## src/logic/rstc_pkg.sv

```systemverilog
// Purpose: Shared constants and types for the reset input handling block
// Assumes: 20 MHz ref_clk, Avalon-MM register slave with byte addresses
// Notes: Identification codes below are arbitrary values
package rstc_pkg;
  localparam int CLK_MHZ = 20;
  localparam int MIN_PULSE_US = 92;
  localparam int MIN_PULSE_CYC = MIN_PULSE_US * CLK_MHZ;
  localparam int PULSE_CNT_W = 11;
  localparam logic [PULSE_CNT_W-1:0] MIN_PULSE_CNT = PULSE_CNT_W'(MIN_PULSE_CYC);

  localparam logic [4:0] OFS_STATUS = 5'h00;
  localparam logic [4:0] OFS_CONTROL = 5'h04;
  localparam logic [4:0] OFS_FETCH = 5'h08;
  localparam logic [4:0] OFS_INSTR = 5'h0c;
  localparam logic [4:0] OFS_PSR = 5'h10;
  localparam logic [4:0] OFS_SCRATCH = 5'h14;

  localparam int CTL_REMAP_BIT = 0;
  localparam int CTL_DEBUG_BIT = 1;
  localparam int CTL_TAP_RUN_BIT = 2;
  localparam int CTL_CLR_SHORT_BIT = 3;

  localparam logic [31:0] FETCH_RST = 32'h0000_0000;
  localparam logic [31:0] FETCH_STEP = 32'h0000_0004;
  // Arbitrary value
  localparam logic [31:0] PSR_RST = 32'h0000_001f;
  // Arbitrary instruction codes
  localparam logic [3:0] IDCODE_INSTR = 4'h1;
  localparam logic [3:0] IDENT_INSTR_ALT = 4'he;

  localparam logic [1:0] AREA0_ROM = 2'h0;
  localparam logic [1:0] AREA0_EXT_CS0 = 2'h1;
  localparam logic [1:0] AREA0_SRAM = 2'h2;

  typedef enum logic [1:0] {
    RSTC_TAP_RESET = 2'b01,
    RSTC_TAP_IDLE = 2'b10
  } rstc_tap_state_t;

  typedef struct packed {
    logic short_pulse;
    logic remap;
    logic tap_in_reset;
    logic debug;
    logic scan_mode;
    logic boot_sel;
  } rstc_status_t;
endpackage : rstc_pkg

```

## src/logic/rstc_sync.sv

```systemverilog
// Purpose: Reset synchroniser, asynchronous assert and clocked release
// Assumes: arst_low is the raw active low reset pin
// Notes: Two stages; only the second stage is seen outside
`timescale 1ns/1ps
module rstc_sync
  import rstc_pkg::*;
(
  input wire logic ref_clk,
  input wire logic arst_low,
  output logic sync_active
);
  logic [1:0] stage_q;
  logic [1:0] stage_d;

  always_comb begin
    stage_d = {stage_q[0], 1'b1};
  end

  always_ff @(posedge ref_clk or negedge arst_low) begin
    if (!arst_low) begin
      stage_q <= 2'b00;
    end else begin
      stage_q <= stage_d;
    end
  end

  assign sync_active = ~stage_q[1];
endmodule : rstc_sync

```

## src/logic/rstc_core.sv

```systemverilog
// Purpose: System and test-port reset inputs, boot strap capture, area 0 map
// Assumes: Pin inputs synchronous to ref_clk; rst resets the bus slave
// Notes: Core and TAP state are reduced models seen through registers
//
// The Avalon-MM slave port and the address map were chosen for this implementation.
`timescale 1ns/1ps
module rstc_core
  import rstc_pkg::*;
(
  input wire logic ref_clk,
  input wire logic rst,
  input wire logic system_reset_low,
  input wire logic test_port_reset_low,
  input wire logic boot_select_pin,
  input wire logic scan_mode_select_pin,
  input wire logic [4:0] avs_address,
  input wire logic avs_read,
  input wire logic avs_write,
  input wire logic [31:0] avs_writedata,
  output logic [31:0] avs_readdata,
  output logic avs_waitrequest,
  output logic core_reset_active,
  output logic core_abort,
  output logic [31:0] fetch_addr,
  output logic [1:0] area0_select,
  output logic boot_sel,
  output logic scan_mode,
  output logic debug_state,
  output logic [3:0] bscan_instr,
  output logic [3:0] ice_instr,
  output logic bscan_in_reset
);
  logic ack_q, ack_d;
  logic [31:0] rdata_q, rdata_d;
  logic boot_q, boot_d, scan_q, scan_d;
  logic [31:0] fetch_q, fetch_d, psr_q, psr_d, scratch_q, scratch_d;
  logic remap_q, remap_d;
  logic debug_q, debug_d;
  logic [3:0] bir_q, bir_d, iir_q, iir_d;
  rstc_tap_state_t tap_q, tap_d;
  logic [1:0] area0_q, area0_d;
  logic [PULSE_CNT_W-1:0] low_cnt_q, low_cnt_d;
  logic short_q, short_d, pin_prev_q;
  logic bscan_rst_low, ice_rst_low;
  logic req, wr_en;
  rstc_status_t status;

  function automatic logic hit(input logic [4:0] addr, input logic [4:0] ofs);
    hit = (addr == ofs);
  endfunction : hit

  rstc_sync u_sync (
    .ref_clk(ref_clk),
    .arst_low(system_reset_low),
    .sync_active(core_reset_active)
  );

  // Abort is a pure gate so it acts before any clock edge
  assign core_abort = ~system_reset_low;

  // Gated resets: only the controller picked by the strap sees the pin.
  // A strap change is only possible inside the internal reset, so no glitch in use.
  // System reset clears both, so the unpicked controller never starts undefined.
  assign bscan_rst_low = system_reset_low & (test_port_reset_low | ~scan_q);
  assign ice_rst_low = system_reset_low & (test_port_reset_low | scan_q);

  // Bus slave: one wait cycle, then answer
  assign req = avs_read | avs_write;
  assign avs_waitrequest = req & ~ack_q;
  assign wr_en = avs_write & ack_q;

  always_comb begin
    status = '{short_pulse: short_q, remap: remap_q, tap_in_reset: (tap_q == RSTC_TAP_RESET),
               debug: debug_q, scan_mode: scan_q, boot_sel: boot_q};
    ack_d = rst ? 1'b0 : (req & ~ack_q);
    rdata_d = rdata_q;
    if (rst) begin
      rdata_d = 32'h0000_0000;
    end else if (avs_read & ~ack_q) begin
      if (hit(avs_address, OFS_STATUS)) begin
        rdata_d = {26'h000_0000, status};
      end else if (hit(avs_address, OFS_CONTROL)) begin
        rdata_d = {31'h0000_0000, remap_q};
      end else if (hit(avs_address, OFS_FETCH)) begin
        rdata_d = fetch_q;
      end else if (hit(avs_address, OFS_INSTR)) begin
        rdata_d = {24'h00_0000, iir_q, bir_q};
      end else if (hit(avs_address, OFS_PSR)) begin
        rdata_d = psr_q;
      end else if (hit(avs_address, OFS_SCRATCH)) begin
        rdata_d = scratch_q;
      end else begin
        rdata_d = 32'h0000_0000;
      end
    end
  end

  always_ff @(posedge ref_clk) begin
    ack_q <= ack_d;
    rdata_q <= rdata_d;
  end

  // Straps follow the pins for as long as the internal reset is active
  always_comb begin
    boot_d = core_reset_active ? boot_select_pin : boot_q;
    scan_d = core_reset_active ? scan_mode_select_pin : scan_q;
  end

  always_ff @(posedge ref_clk) begin
    boot_q <= boot_d;
    scan_q <= scan_d;
  end

  // Core model: fetch address, status register, remap
  always_comb begin
    fetch_d = fetch_q;
    psr_d = psr_q;
    remap_d = remap_q;
    if (core_reset_active) begin
      fetch_d = FETCH_RST;
    end else if (!debug_q) begin
      fetch_d = fetch_q + FETCH_STEP;
    end
    if (wr_en && hit(avs_address, OFS_PSR)) begin
      psr_d = avs_writedata;
    end
    if (wr_en && hit(avs_address, OFS_CONTROL)) begin
      remap_d = avs_writedata[CTL_REMAP_BIT];
    end
  end

  always_ff @(posedge ref_clk or negedge system_reset_low) begin
    if (!system_reset_low) begin
      fetch_q <= FETCH_RST;
      psr_q <= PSR_RST;
      remap_q <= 1'b0;
    end else begin
      fetch_q <= fetch_d;
      psr_q <= psr_d;
      remap_q <= remap_d;
    end
  end

  // General register: no reset at all, by design
  always_comb begin
    scratch_d = (wr_en && hit(avs_address, OFS_SCRATCH)) ? avs_writedata : scratch_q;
  end

  always_ff @(posedge ref_clk) begin
    scratch_q <= scratch_d;
  end

  // Boundary-scan controller, no test clock needed for its reset
  always_comb begin
    tap_d = tap_q;
    bir_d = bir_q;
    if (wr_en && hit(avs_address, OFS_CONTROL) && avs_writedata[CTL_TAP_RUN_BIT]) begin
      tap_d = RSTC_TAP_IDLE;
    end
    if (wr_en && hit(avs_address, OFS_INSTR)) begin
      bir_d = avs_writedata[3:0];
    end
  end

  always_ff @(posedge ref_clk or negedge bscan_rst_low) begin
    if (!bscan_rst_low) begin
      tap_q <= RSTC_TAP_RESET;
      bir_q <= IDCODE_INSTR;
    end else begin
      tap_q <= tap_d;
      bir_q <= bir_d;
    end
  end

  // Emulator controller; debug holds the fetch address, the PSR is never touched
  always_comb begin
    debug_d = debug_q;
    iir_d = iir_q;
    if (wr_en && hit(avs_address, OFS_CONTROL) && avs_writedata[CTL_DEBUG_BIT]) begin
      debug_d = 1'b1;
    end
    if (wr_en && hit(avs_address, OFS_INSTR)) begin
      iir_d = avs_writedata[7:4];
    end
  end

  always_ff @(posedge ref_clk or negedge ice_rst_low) begin
    if (!ice_rst_low) begin
      debug_q <= 1'b0;
      iir_q <= IDENT_INSTR_ALT;
    end else begin
      debug_q <= debug_d;
      iir_q <= iir_d;
    end
  end

  // Area 0 decode
  always_comb begin
    if (remap_q) begin
      area0_d = AREA0_SRAM;
    end else if (boot_q) begin
      area0_d = AREA0_ROM;
    end else begin
      area0_d = AREA0_EXT_CS0;
    end
  end

  always_ff @(posedge ref_clk) begin
    area0_q <= area0_d;
  end

  // Short pulse watch: flags a user reset held under the minimum width.
  // Cannot tell power-up from user resets, so software decides what it means.
  always_comb begin
    low_cnt_d = low_cnt_q;
    short_d = short_q;
    if (rst) begin
      low_cnt_d = '0;
      short_d = 1'b0;
    end else begin
      if (!system_reset_low) begin
        low_cnt_d = (low_cnt_q == MIN_PULSE_CNT) ? low_cnt_q : low_cnt_q + 1'b1;
      end else begin
        low_cnt_d = '0;
      end
      if (wr_en && hit(avs_address, OFS_CONTROL) && avs_writedata[CTL_CLR_SHORT_BIT]) begin
        short_d = 1'b0;
      end
      // Set wins over a clear in the same cycle
      if (system_reset_low && !pin_prev_q && (low_cnt_q < MIN_PULSE_CNT)) begin
        short_d = 1'b1;
      end
    end
  end

  always_ff @(posedge ref_clk) begin
    low_cnt_q <= low_cnt_d;
    short_q <= short_d;
    pin_prev_q <= rst ? 1'b1 : system_reset_low;
  end

  assign avs_readdata = rdata_q;
  assign fetch_addr = fetch_q;
  assign area0_select = area0_q;
  assign boot_sel = boot_q;
  assign scan_mode = scan_q;
  assign debug_state = debug_q;
  assign bscan_instr = bir_q;
  assign ice_instr = iir_q;
  assign bscan_in_reset = (tap_q == RSTC_TAP_RESET);
endmodule : rstc_core

```

## config.mk

```make
export PLATFORM = sky130hd
export DESIGN_NAME = rstc_core
export DESIGN_NICKNAME = d
export VERILOG_FILES = /design/src/logic/rstc_pkg.sv /design/src/logic/rstc_sync.sv /design/src/logic/rstc_core.sv
export SDC_FILE = /design/constraint.sdc
export NUM_CORES = 1
export LEC_CHECK = 0
export BUFFER_PORTS_ARGS = -buffer_cell sky130_fd_sc_hd__buf_2
export CAP_MARGIN = 20
export CORE_MARGIN = 2
export CORE_UTILIZATION = 45
export CTS_CLUSTER_SIZE = 12
export DETAILED_ROUTE_END_ITERATION = 8
export PLACE_DENSITY_LB_ADDON = 0.1
export SYNTH_ARGS = -nofsm -noshare
export SYNTH_HDL_FRONTEND = slang
export SYNTH_HIERARCHICAL = 1
export SYNTH_SLANG_ARGS = --single-unit
```

## constraint.sdc

```tcl
create_clock -name ref_clk -period 0.8 [get_ports ref_clk]
set_input_delay 0.04 -clock ref_clk [delete_from_list [all_inputs] [get_ports ref_clk]]
set_output_delay 0.04 -clock ref_clk [all_outputs]
set_load 0.01 [all_outputs]
```

* Yosys cells after proc, flatten, opt, wreduce, memory -nomap -nowiden
Index checks and enable logic that the tools add are counted.
Operators by class: $add $sub $neg 2, multiply operators 0, div/mod/pow operators 0, order comparisons 1, equality and inequality tests 8, shifts and indexed selects 0, mux-type cells 11, bitwise gates (word level) 12, reductions and logical operators 13
Operator list (count):
- $mux 32 | 8
- $add 32x3->32 const B | 1
- $add 11x1->11 const B | 1
- $eq 11x11->1 const B | 1
- $lt 11x11->1 const B | 1
- $eq 5x4->1 const B | 2
- $eq 5x5->1 const B | 2
- $logic_and 1x1->1 | 9
- $and 1x1->1 | 5
- $eq 5x3->1 const B | 1
- $logic_not 5->1 | 1
- $not 1->1 | 4
- $mux 1 | 3
- $or 1x1->1 | 3
- $eq 2x1->1 const B | 1
- $ne 2x2->1 const B | 1
- $reduce_bool 2->1 | 1
- $reduce_or 2->1 | 1
- $logic_not 1->1 | 1
Storage, ports and cells: register bits after elaboration 160, bits in latches 0, RAM bits 0, memory bits (read-only) 0, bits of input ports 45, output and inout port bits 81, word-level logic and storage cells 64, memories 0

* Logic depth before layout (Yosys ltp)
Gate-level depths: netlist of run 1.
depth after elaboration 7, gate-level depth with buffers 7, depth with buffers taken out 6

* By module
Netlist of run 1, hierarchy kept.
By module, submodules not included:
- rstc_core | instances 1, cells an instance 571, area each 6787.8 µm², sequential area each 3846.2 µm²
- rstc_sync | instances 1, cells an instance 4, area each 57.6 µm², sequential area each 50.0 µm²

* Worst setup path after synthesis of run 1
OpenSTA, ideal clock, no wires.
path type input to register, from input avs_address[3], to register scratch_q[0], enable pin, setup time 0.421 ns, data arrival time 2.058 ns, required time 0.379 ns, path slack -1.680 ns, cell stages on the path 3, buffers on the path 1, path through buf_6 -> or4b_4 -> nor2_1
Between the ends: word-level cells in the longest chain between the ends 2
RTL lines:
- start, declared | RTL line rstc_core.sv:16 | input wire logic [4:0] avs_address,
- $eq 5x5->1 | RTL line rstc_core.sv:49 | hit = (addr == ofs);
- $logic_and 1x1->1 | RTL line rstc_core.sv:146 | scratch_d = (wr_en && hit(avs_address, OFS_SCRATCH)) ? avs_writedata : scratch_q;
- end signal, assigned | RTL line rstc_core.sv:150 | scratch_q <= scratch_d;
- end, declared | RTL line rstc_core.sv:36 | logic [31:0] fetch_q, fetch_d, psr_q, psr_d, scratch_q, scratch_d;
Every way passes these cells. A chain may end at the register's enable or synchronous reset.

* Worst setup path after layout of run 1
from register fetch_q[20], in the netlist fetch_addr[20], to register fetch_q[31], in the netlist fetch_addr[31]
Between the ends: word-level cells in the longest chain between the ends 3
RTL lines:
- start, declared | RTL line rstc_core.sv:36
- start signal, assigned | RTL line rstc_core.sv:138 | fetch_q <= fetch_d;
- $add 32x3->32 | RTL line rstc_core.sv:122 | fetch_d = fetch_q + FETCH_STEP;
- $mux 32 | RTL line rstc_core.sv:121 | end else if (!debug_q) begin
- $mux 32 | RTL line rstc_core.sv:119 | if (core_reset_active) begin
Every way passes these cells. The select of a mux whose other input is x is not followed.

==> results.cfg, run 1 <==
[timing]
max_freq_ghz = 0.552
skew_ps = 9.87
rsz0062_at_grt = true
fin_crit_ps = 1810
relSlewSlack_pct = 62.8
timing_hold_violations_final = 0
worst_pin_slew_ps = 559
timing.hold.ws_ps = 19.8
finalSetupViolations = 230
slew_viol_final = 0
setup_ws_ps = -1010
finalCritPeriodShare_pct = 226

[synthesis]
synth_top_area_share_pct = 24.1
synth_area_sq_mm = 0.00685
yosys_warnings = 6
synth_cell_types = 58
ys.flop_type = dfrtp_1
yosysTopAreaCell = dfrtp_1
syn_inst = 575
synth-edff-count = 34
ys_seq_area_share_pct = 56.9
yosys-top-cells-area = dfrtp_1 24%, edfxtp_1 15%, dfxtp_1 14%
ys_ff_latch = 158
synth_async_sr_flop_share_pct = 48.1
syn_avg_cell_area_sq_um = 11.9

[floorplanning]
core_area_sq_mm = 0.0150
die_y_microns = 127
pin_count = 126
start_util_pct = 45.5
rows = 45
dieArea_sq_mm = 0.0162
die_x_microns = 127

[clock_tree]
clock_sinks = 158
cts_buffers = 17
path_clk_slew_ps = 60
cts_root_buffer = clkbuf_16
clock_path_buffers = 2
worstSkewPairLatency_ps = 440
htreeDepth = 4
cts_tree = built

[grt]
track_usage_pct = 28.5
grt_pass1_vias = 6533
antenna_found_initial = 0
overflow = 0
grt_max_degree = 41
grt_pass1_wl_microns = 35300

[layout]
num_antenna_cells = 0
fillers = 876
final_common_cell = buf_6
layout.nets = 986
drive_above_1_share_pct = 64.0
final_cell_mix = 158 x buf_6, 110 x buf_4, 50 x dfrtp_1
area_delta_synth_final_pct = 75.9
instances_no_fill = 1139

[critical_path]
path_delay_family = simple AND/OR/NAND/NOR gates
cp-start-kind = register
cp-startpoint = fetch_addr[20]
end_kind = register
worstPathMaxFanout = 3
rr_worst_depth = 4
critPathBufInv = 0
crit_chain = nand3_2, or4_4, nor4_4, mux2_4
cp.depth = 4
worstPathRequired_ps = 1110
arrival_ps = 2120
max_stage_delay_ps = 580
worstSetupPathType = reg2reg
cp_slowest_cell = or4_4
r2r_end = fetch_addr[31]
reg2reg_setup_slack_ps = -1010
r2r-start = fetch_addr[20]
critPathCapture = fetch_addr[31]

[placed_design]
port_buffers = 123
pre_cts_slack_ps = -998
dp.cells = 995
dp.final_hpwl_microns = 13500
gp_congestion = 0.841

[drt]
route.vias.total = 6538
ant_nets = 0
drtPass1Iterations = 6
drtIter0Drc = 625
viasPerCell = 5.74
drc = 0
wirelength_microns = 24600
wl_per_cell_microns = 21.6

[power]
vdd_drop_max_mv = 1.59
p_per_area_mw_per_mm2 = 1590
p_leak_nw = 5.19

[outcome]
violations = setup timing
status = finished, violations left

[worst_hold_path]
hold_path.class = in2reg

[flow_run]
cap_violations = 0
==> registers in the layout, summed over array words and instances (netlist names), 2 cells and up <==
name / flops
fetch_addr: 30
scratch_q: 32
avs_readdata: 32
area0_select: 2
low_cnt_q: 11
bscan_instr: 4
ice_instr: 4
u_sync/stage_q: 2
psr_q: 32
tap_q: 2
==> worst reg2reg max path: stages, from the launching register on <==
cell	delay [ps]
dfrtp_1	400
nand3_2	100
or4_4	580
nor4_4	290
mux2_4	330
==> cell usage after synthesis (5+ instances only) <==
cell type,number
mux2_2,21
nand2_1,38
and3_1,5
a21oi_1,28
inv_1,10
and4_1,8
dfxtp_1,48
nor2_1,34
o21ai_0,33
mux2i_1,5
edfxtp_1,34
o31ai_1,15
mux2_4,27
nor2b_1,8
or4_1,12
nand4_1,15
nor3_1,5
nor4_1,6
nand3_1,12
dfrtp_1,66
a222oi_1,24
or3_1,9
xor2_1,10
clkbuf_1,17
dfstp_2,10
buf_2,8
==> metal layers <==
| metal | GRT usage [%] | routed length (microns) |
|---|---|---|
| met3 | 5.82 | 1660 |
| met5 | 0 | 0 |
| met2 | 47.2 | 12300 |
| met4 | 11.4 | 832 |
| met1 | 36.7 | 9780 |
==> how the worst min path moves through the flow <==
stage	startpoint	endpoint	depth (start not counted)
2_1_floorplan	system_reset_low	fetch_addr[10]	0
3_3_place_gp	test_port_reset_low	debug_state	4
3_5_place_dp	test_port_reset_low	debug_state	4
4_1_cts	rst	avs_readdata[1]	3
5_1_grt	rst	avs_readdata[1]	3
6_report	rst	avs_readdata[1]	3
==> where the power goes <==
group	leakage, nW	total (W)	internal, W	switching, W
clock	0.275	0.00795	0.00463	0.00332
combinational	3.22	0.00252	0.00145	0.00106
sequential	1.70	0.00872	0.00850	0.000216
==> cells by family (layout without fill, tap and decap cells) <==
logic type | count (synthesis) | in the layout | synth area share [%]
AOI/OAI and AO/OA | 127 | 127 | 12.8
xor gates and xnor gates | 14 | 14 | 1.79
adders and majority gates | 3 | 3 | 0.548
buffers and inverters | 47 | 422 | 3.84
DFF | 158 | 158 | 56.9
muxes | 56 | 56 | 10.6
other | 2 | 3 | 0.110
and+or+nand+nor | 168 | 168 | 13.4
==> final cells by class <==
class / instances / area, sq um / area share (%)
multi-input cells: 371 / 3410 / 28.3
flip-flops and latches: 158 / 3980 / 33.1
inverters: 10 / 40.0 / 0.333
clock inverters: 9 / 85.1 / 0.707
well taps: 188 / 235 / 1.95
clock buffers: 23 / 489 / 4.06
repair buffers: 380 / 3800 / 31.6
==> per-stage QoR <==
step | setup TNS, ps | utilization [%] | total power, W | area (sq um)
after floorplan | -101070 | - | 0.00964 | 7250
after global placement | -110490 | 59.7 | 0.0105 | 8970
after detailed placement | -113320 | 59.7 | 0.0106 | 8970
after CTS | -102080 | 75.5 | 0.0191 | 11300
after global routing | -115720 | 80.1 | 0.0198 | 12000
final | -109220 | 80.1 | 0.0192 | 12000
==> repair_timing <==
item | CTS | global route
setup endpoints to repair | 230 | 273
hold endpoints to repair | 152 | 0
hold buffers | 40 | 0
cloned | 8 | 4
resized for setup | 223 | 131
setup buffers | 37 | 49
pin swaps | 47 | 40
(Power assumes the default switching activity.)
==> inputs of run 2 (changes only) <==
Settings changed: MAX_ROUTING_LAYER from default to met4, RECOVER_POWER from default to 50.
==> run 2 against run 1 <==
Effect of this change: clock skew is 3.5 ps higher; the run still ends with setup timing left; critical path depth grew 1; global-route usage rose by 0.85 points; fmax grew 2.7%.
==> results.cfg, run 2 (synthesis gave the netlist of run 1 again) <==
[clock_tree]
cts_buffers = 17
cts_tree = built
htreeDepth = 4
clock_sinks = 158
clock_path_buffers = 2
worstSkewPairLatency_ps = 430
cts_root_buffer = clkbuf_16
path_clk_slew_ps = 60

[placed_design]
gp_congestion = 0.854
dp.final_hpwl_microns = 13500
placed_cell_area_sq_mm = 0.00897
pre_cts_slack_ps = -998
port_buffers = 123

[drt]
wl_met2_microns = 12500
route.met3.wl_microns = 1790
ant_nets = 0
wirelength_microns = 24900
top_layer = met4
wl_per_cell_microns = 21.8
drc = 0
route.vias.total = 6578
drtPass1Iterations = 6
met1Wirelength_microns = 9790
viasPerCell = 5.77
drtIter0Drc = 639

[floorplanning]
rows = 45
start_util_pct = 45.5
die_x_microns = 127
die_y_microns = 127
dieArea_sq_mm = 0.0162
pin_count = 126
core_area_sq_mm = 0.0150

[grt]
track_usage_pct = 29.3
grt_pass1_wl_microns = 35300
overflow = 0
grt_pass1_vias = 6536
antenna_found_initial = 0
grt_max_degree = 41

[timing]
skew_ps = 13.4
rsz0062_at_grt = true
slew_viol_final = 0
relSlewSlack_pct = 65.4
max_freq_ghz = 0.567
fin_crit_ps = 1760
finalCritPeriodShare_pct = 220
tns_ps = -110420
timing_hold_violations_final = 0
setup_ws_ps = -963
worst_pin_slew_ps = 518
finalSetupViolations = 233

[outcome]
status = finished, violations left
violations = setup timing

[critical_path]
arrival_ps = 2080
worstPathRequired_ps = 1110
end_kind = register
worstPathMaxFanout = 20
worstSetupPathType = reg2reg
cp-start-kind = register

[power]
p_per_area_mw_per_mm2 = 1600
p_leak_nw = 5.11
vdd_drop_max_mv = 1.56
total_power_w = 0.0192

[worst_hold_path]
hold_path.class = in2reg

[layout]
regArea_sq_mm = 0.00398
layout.nets = 988
area_delta_synth_final_pct = 75.6
drive_above_1_share_pct = 61.1
postLayoutCellArea_sq_mm = 0.0120
multi_input_area_sq_mm = 0.00341
num_antenna_cells = 0
final_cell_mix = 159 x buf_6, 107 x buf_4, 50 x dfrtp_1
fillers = 882
final_common_cell = buf_6

[flow_run]
cap_violations = 0
-- run 2: changes by cell type in the layout (fill, tap and decap cells not counted), sizes merged --
cell	change
clkbuf	+30
buf	-28
-- run 2: power breakdown --
| part | switching, W | leakage (nW) | internal (W) | total, W |
|---|---|---|---|---|
| Clock | 0.00335 | 0.275 | 0.00463 | 0.00799 |
| Combinational | 0.00107 | 3.14 | 0.00143 | 0.00250 |
| Sequential | 0.000214 | 1.70 | 0.00850 | 0.00872 |
| Total | 0.00464 | 5.11 | 0.0146 | 0.0192 |
-- run 2: critical path: stages (launching register included) --
cell     delay (ps)
dfrtp_1         410
and4_4          260
nand4_1         120
buf_6           190
nor4_2          270
mux2_2          380
-- run 2: metal layers --
layer	track usage, %	vias to the layer above
li1	-	2904
met2	47.2	318
met4	11.4	0
met1	36.9	3293
met3	5.44	63
met5	-	-
-- run 2: area by class of cell --
cell class | count | share of cell area, %
multi-input combinational | 371 | 28.4
tap | 188 | 1.96
inverter | 10 | 0.333
clock buffer | 23 | 4.07
clock inverter | 9 | 0.708
timing repair buffer | 382 | 31.4
sequential | 158 | 33.1
-- run 2: stage by stage --
stage,util [%],hold slack [ps],cells
4_1_cts,75.5,2.25,1109
3_5_place_dp,59.7,123,995
5_1_grt,80.0,28.8,1141
6_report,80.0,23.5,1141
3_3_place_gp,59.7,90.4,995
2_1_floorplan,-,-256,576
-- run 2: repair_timing --
action	in CTS	in global routing
setup buffers	37	49
hold buffers	40	0
endpoints found under the hold margin	152	0
gates resized for setup	223	129
pin swaps	47	37
gates cloned	8	4
endpoints found under the setup margin	230	273
-- run 2: final timing paths --
check | depth (start not counted) | endpoint | start | slack, ps
min in group asynchronous | 5 | debug_state | test_port_reset_low | 340
max in group asynchronous | 4 | ice_instr[1] | scan_mode | -10
setup reg to reg | 5 | fetch_addr[24] | fetch_addr[8] | -960
hold reg to reg | 0 | u_sync/stage_q[1] | u_sync/stage_q[0] | 360
setup / recovery | 5 | fetch_addr[24] | fetch_addr[8] | -960
hold / removal | 3 | avs_readdata[1] | rst | 20
==> inputs of run 3 (changes only) <==
Settings changed: ABC_AREA from default to 1.
==> run 3 against run 2 <==
Effect of this change: largest cell class is now multi-input combinational cells; core utilization up 6.3 points; flip-flop and latch count stayed put; routed wire length grew 26%; critical path depth increased by 2; worst setup slack improved by 220 ps; the flow finishes with violations (hold timing, setup timing); largest power group unchanged; combinational power shrank 7%; global-route usage rose by 3.0 points; clock skew shrank 0.53 ps; synthesized area up 8.2%.
==> results.cfg, run 3 <==
[worst_hold_path]
hold_path.class = in2reg

[clock_tree]
worstSkewPairLatency_ps = 450
clock_sinks = 158
cts_root_buffer = clkbuf_16
htreeDepth = 4
path_clk_slew_ps = 70
clock_path_buffers = 2
hold_buffers = 38
cts_tree = built
cts_buffers = 17

[synthesis]
yosys_warnings = 6
synth_cell_types = 36
yosysMostFrequentCell = nand2_1
ys.flop_type = dfrtp_1
ys_seq_area_share_pct = 52.6
syn_inst = 882
synth-edff-count = 34
yosysTopAreaCell = dfrtp_1
synth_async_sr_flop_share_pct = 48.1
yosys-top-cells-area = dfrtp_1 22%, nand2_1 14%, edfxtp_1 14%
yosys-top-cells-count = 278 x nand2_1, 75 x nor2_1, 73 x inv_1, 66 x dfrtp_1, 62 x nand3_1
synth_area_sq_mm = 0.00740
ys_ff_latch = 158
syn_avg_cell_area_sq_um = 8.40
synth_top_area_share_pct = 22.3

[layout]
layout.nets = 1364
drive_above_1_share_pct = 60.8
fillers = 780
final_util_pct = 86.3
area_delta_synth_final_pct = 86.5
regArea_sq_mm = 0.00400
final_common_cell = nand2_1
final_cell_mix = 197 x nand2_1, 172 x buf_6, 154 x buf_4
multi_input_area_sq_mm = 0.00433
postLayoutCellArea_sq_mm = 0.0138
num_antenna_cells = 0

[flow_run]
cap_violations = 0

[critical_path]
reg2reg_setup_slack_ps = -750
worstPathRequired_ps = 1130
arrival_ps = 1880
worstSetupPathType = reg2reg
end_kind = register
cp-start-kind = register
worstPathMaxFanout = 6

[grt]
track_usage_pct = 32.3
grt_pass1_wl_microns = 42600
overflow = 0
grt_max_degree = 39
antenna_found_initial = 0
grt_pass1_vias = 8206

[timing]
fin_crit_ps = 1550
finalCritPeriodShare_pct = 194
slew_viol_final = 0
rsz0062_at_grt = true
finalSetupViolations = 307
tns_ps = -100410
max_freq_ghz = 0.646
setup_ws_ps = -748
timing.hold.ws_ps = -61.8
timing_hold_violations_final = 1
skew_ps = 12.8

[drt]
route.vias.total = 8554
ant_nets = 0
drtPass1Iterations = 6
drtIter0Drc = 779
viasPerCell = 5.54
wl_per_cell_microns = 20.3
wirelength_microns = 31300
drc = 0

[placed_design]
dp.final_hpwl_microns = 16300
gp_congestion = 0.876
placed_cell_area_sq_mm = 0.00983
port_buffers = 123

[power]
vdd_drop_max_mv = 1.53
p_leak_nw = 6.42
total_power_w = 0.0191
p_per_area_mw_per_mm2 = 1380

[floorplanning]
core_area_sq_mm = 0.0160
pin_count = 126
dieArea_sq_mm = 0.0175
die_x_microns = 132
start_util_pct = 46.3
die_y_microns = 132
rows = 46

[outcome]
status = finished, violations left
violations = hold timing, setup timing
run 3: where the power goes:
| part | total, W | leakage, nW | internal (W) | switching, W |
|---|---|---|---|---|
| sequential | 0.00868 | 1.68 | 0.00847 | 0.000209 |
| clock | 0.00811 | 0.261 | 0.00432 | 0.00379 |
| combinational | 0.00233 | 4.48 | 0.00119 | 0.00114 |
run 3: worst max-delay path, cell delays in order (launching register included):
cell	delay, ps
dfrtp_2	420
nand2_2	100
inv_4	110
nand4_1	180
nor2_4	220
nand3_1	170
o21ai_2	180
nor2_1	60
run 3: repair_timing:
action | in CTS | in global routing
pin swaps | 95 | 101
resized for setup | 368 | 215
buffers inserted | 69 | 66
endpoints found under the setup margin | 230 | 280
gates cloned | 9 | 1
hold endpoints to repair | 155 | 1
run 3: stage by stage:
| stage | std cells | worst slack [ps] |
|---|---|---|
| final | 1544 | -748 |
| after global routing | 1544 | -834 |
| after CTS | 1505 | -600 |
| after detailed placement | 1362 | -630 |
| after global placement | 1362 | -608 |
| after floorplan | 883 | -857 |
run 3: path summary, 6_finish.rpt:
| path | startpoint | endpoint | cells past startpoint |
|---|---|---|---|
| min | rst | low_cnt_q[5] | 4 |
| min reg2reg | u_sync/stage_q[0] | u_sync/stage_q[1] | 0 |
| max in group asynchronous | system_reset_low | ice_instr[3] | 6 |
| min in group asynchronous | test_port_reset_low | debug_state | 5 |
| max | fetch_addr[8] | fetch_addr[23] | 7 |
| max reg2reg | fetch_addr[8] | fetch_addr[23] | 7 |
run 3: kinds of logic after synthesis:
kind of cell               after synthesis  share of synthesized area (%)
xor gates and xnor gates                 5                          0.591
other                                    2                          0.101
AOI/OAI and AO/OA                      111                           7.67
adders and majority gates                3                          0.507
muxes                                   24                           4.87
DFF                                    158                           52.6
and+or+nand+nor                        471                           27.3
buffers and inverters                  108                           6.39
run 3: area by class of cell:
cell class / instances / share of cell area [%]
clock buffers: 17 / 3.08
clock inverters: 14 / 0.988
repair buffers: 443 / 31.2
well taps: 216 / 1.96
flip-flops and latches: 158 / 28.9
multi-input cells: 617 / 31.3
inverters: 79 / 2.53
run 3: routing by layer:
metal / GRT usage (%) / share of wire (%) / vias up
met5: - / 0 / -
met1: 36.6 / 38 / 4196
met4: 12.3 / 4.5 / 0
li1: - / - / 3771
met2: 57.2 / 52 / 444
met3: 5.23 / 6.2 / 143
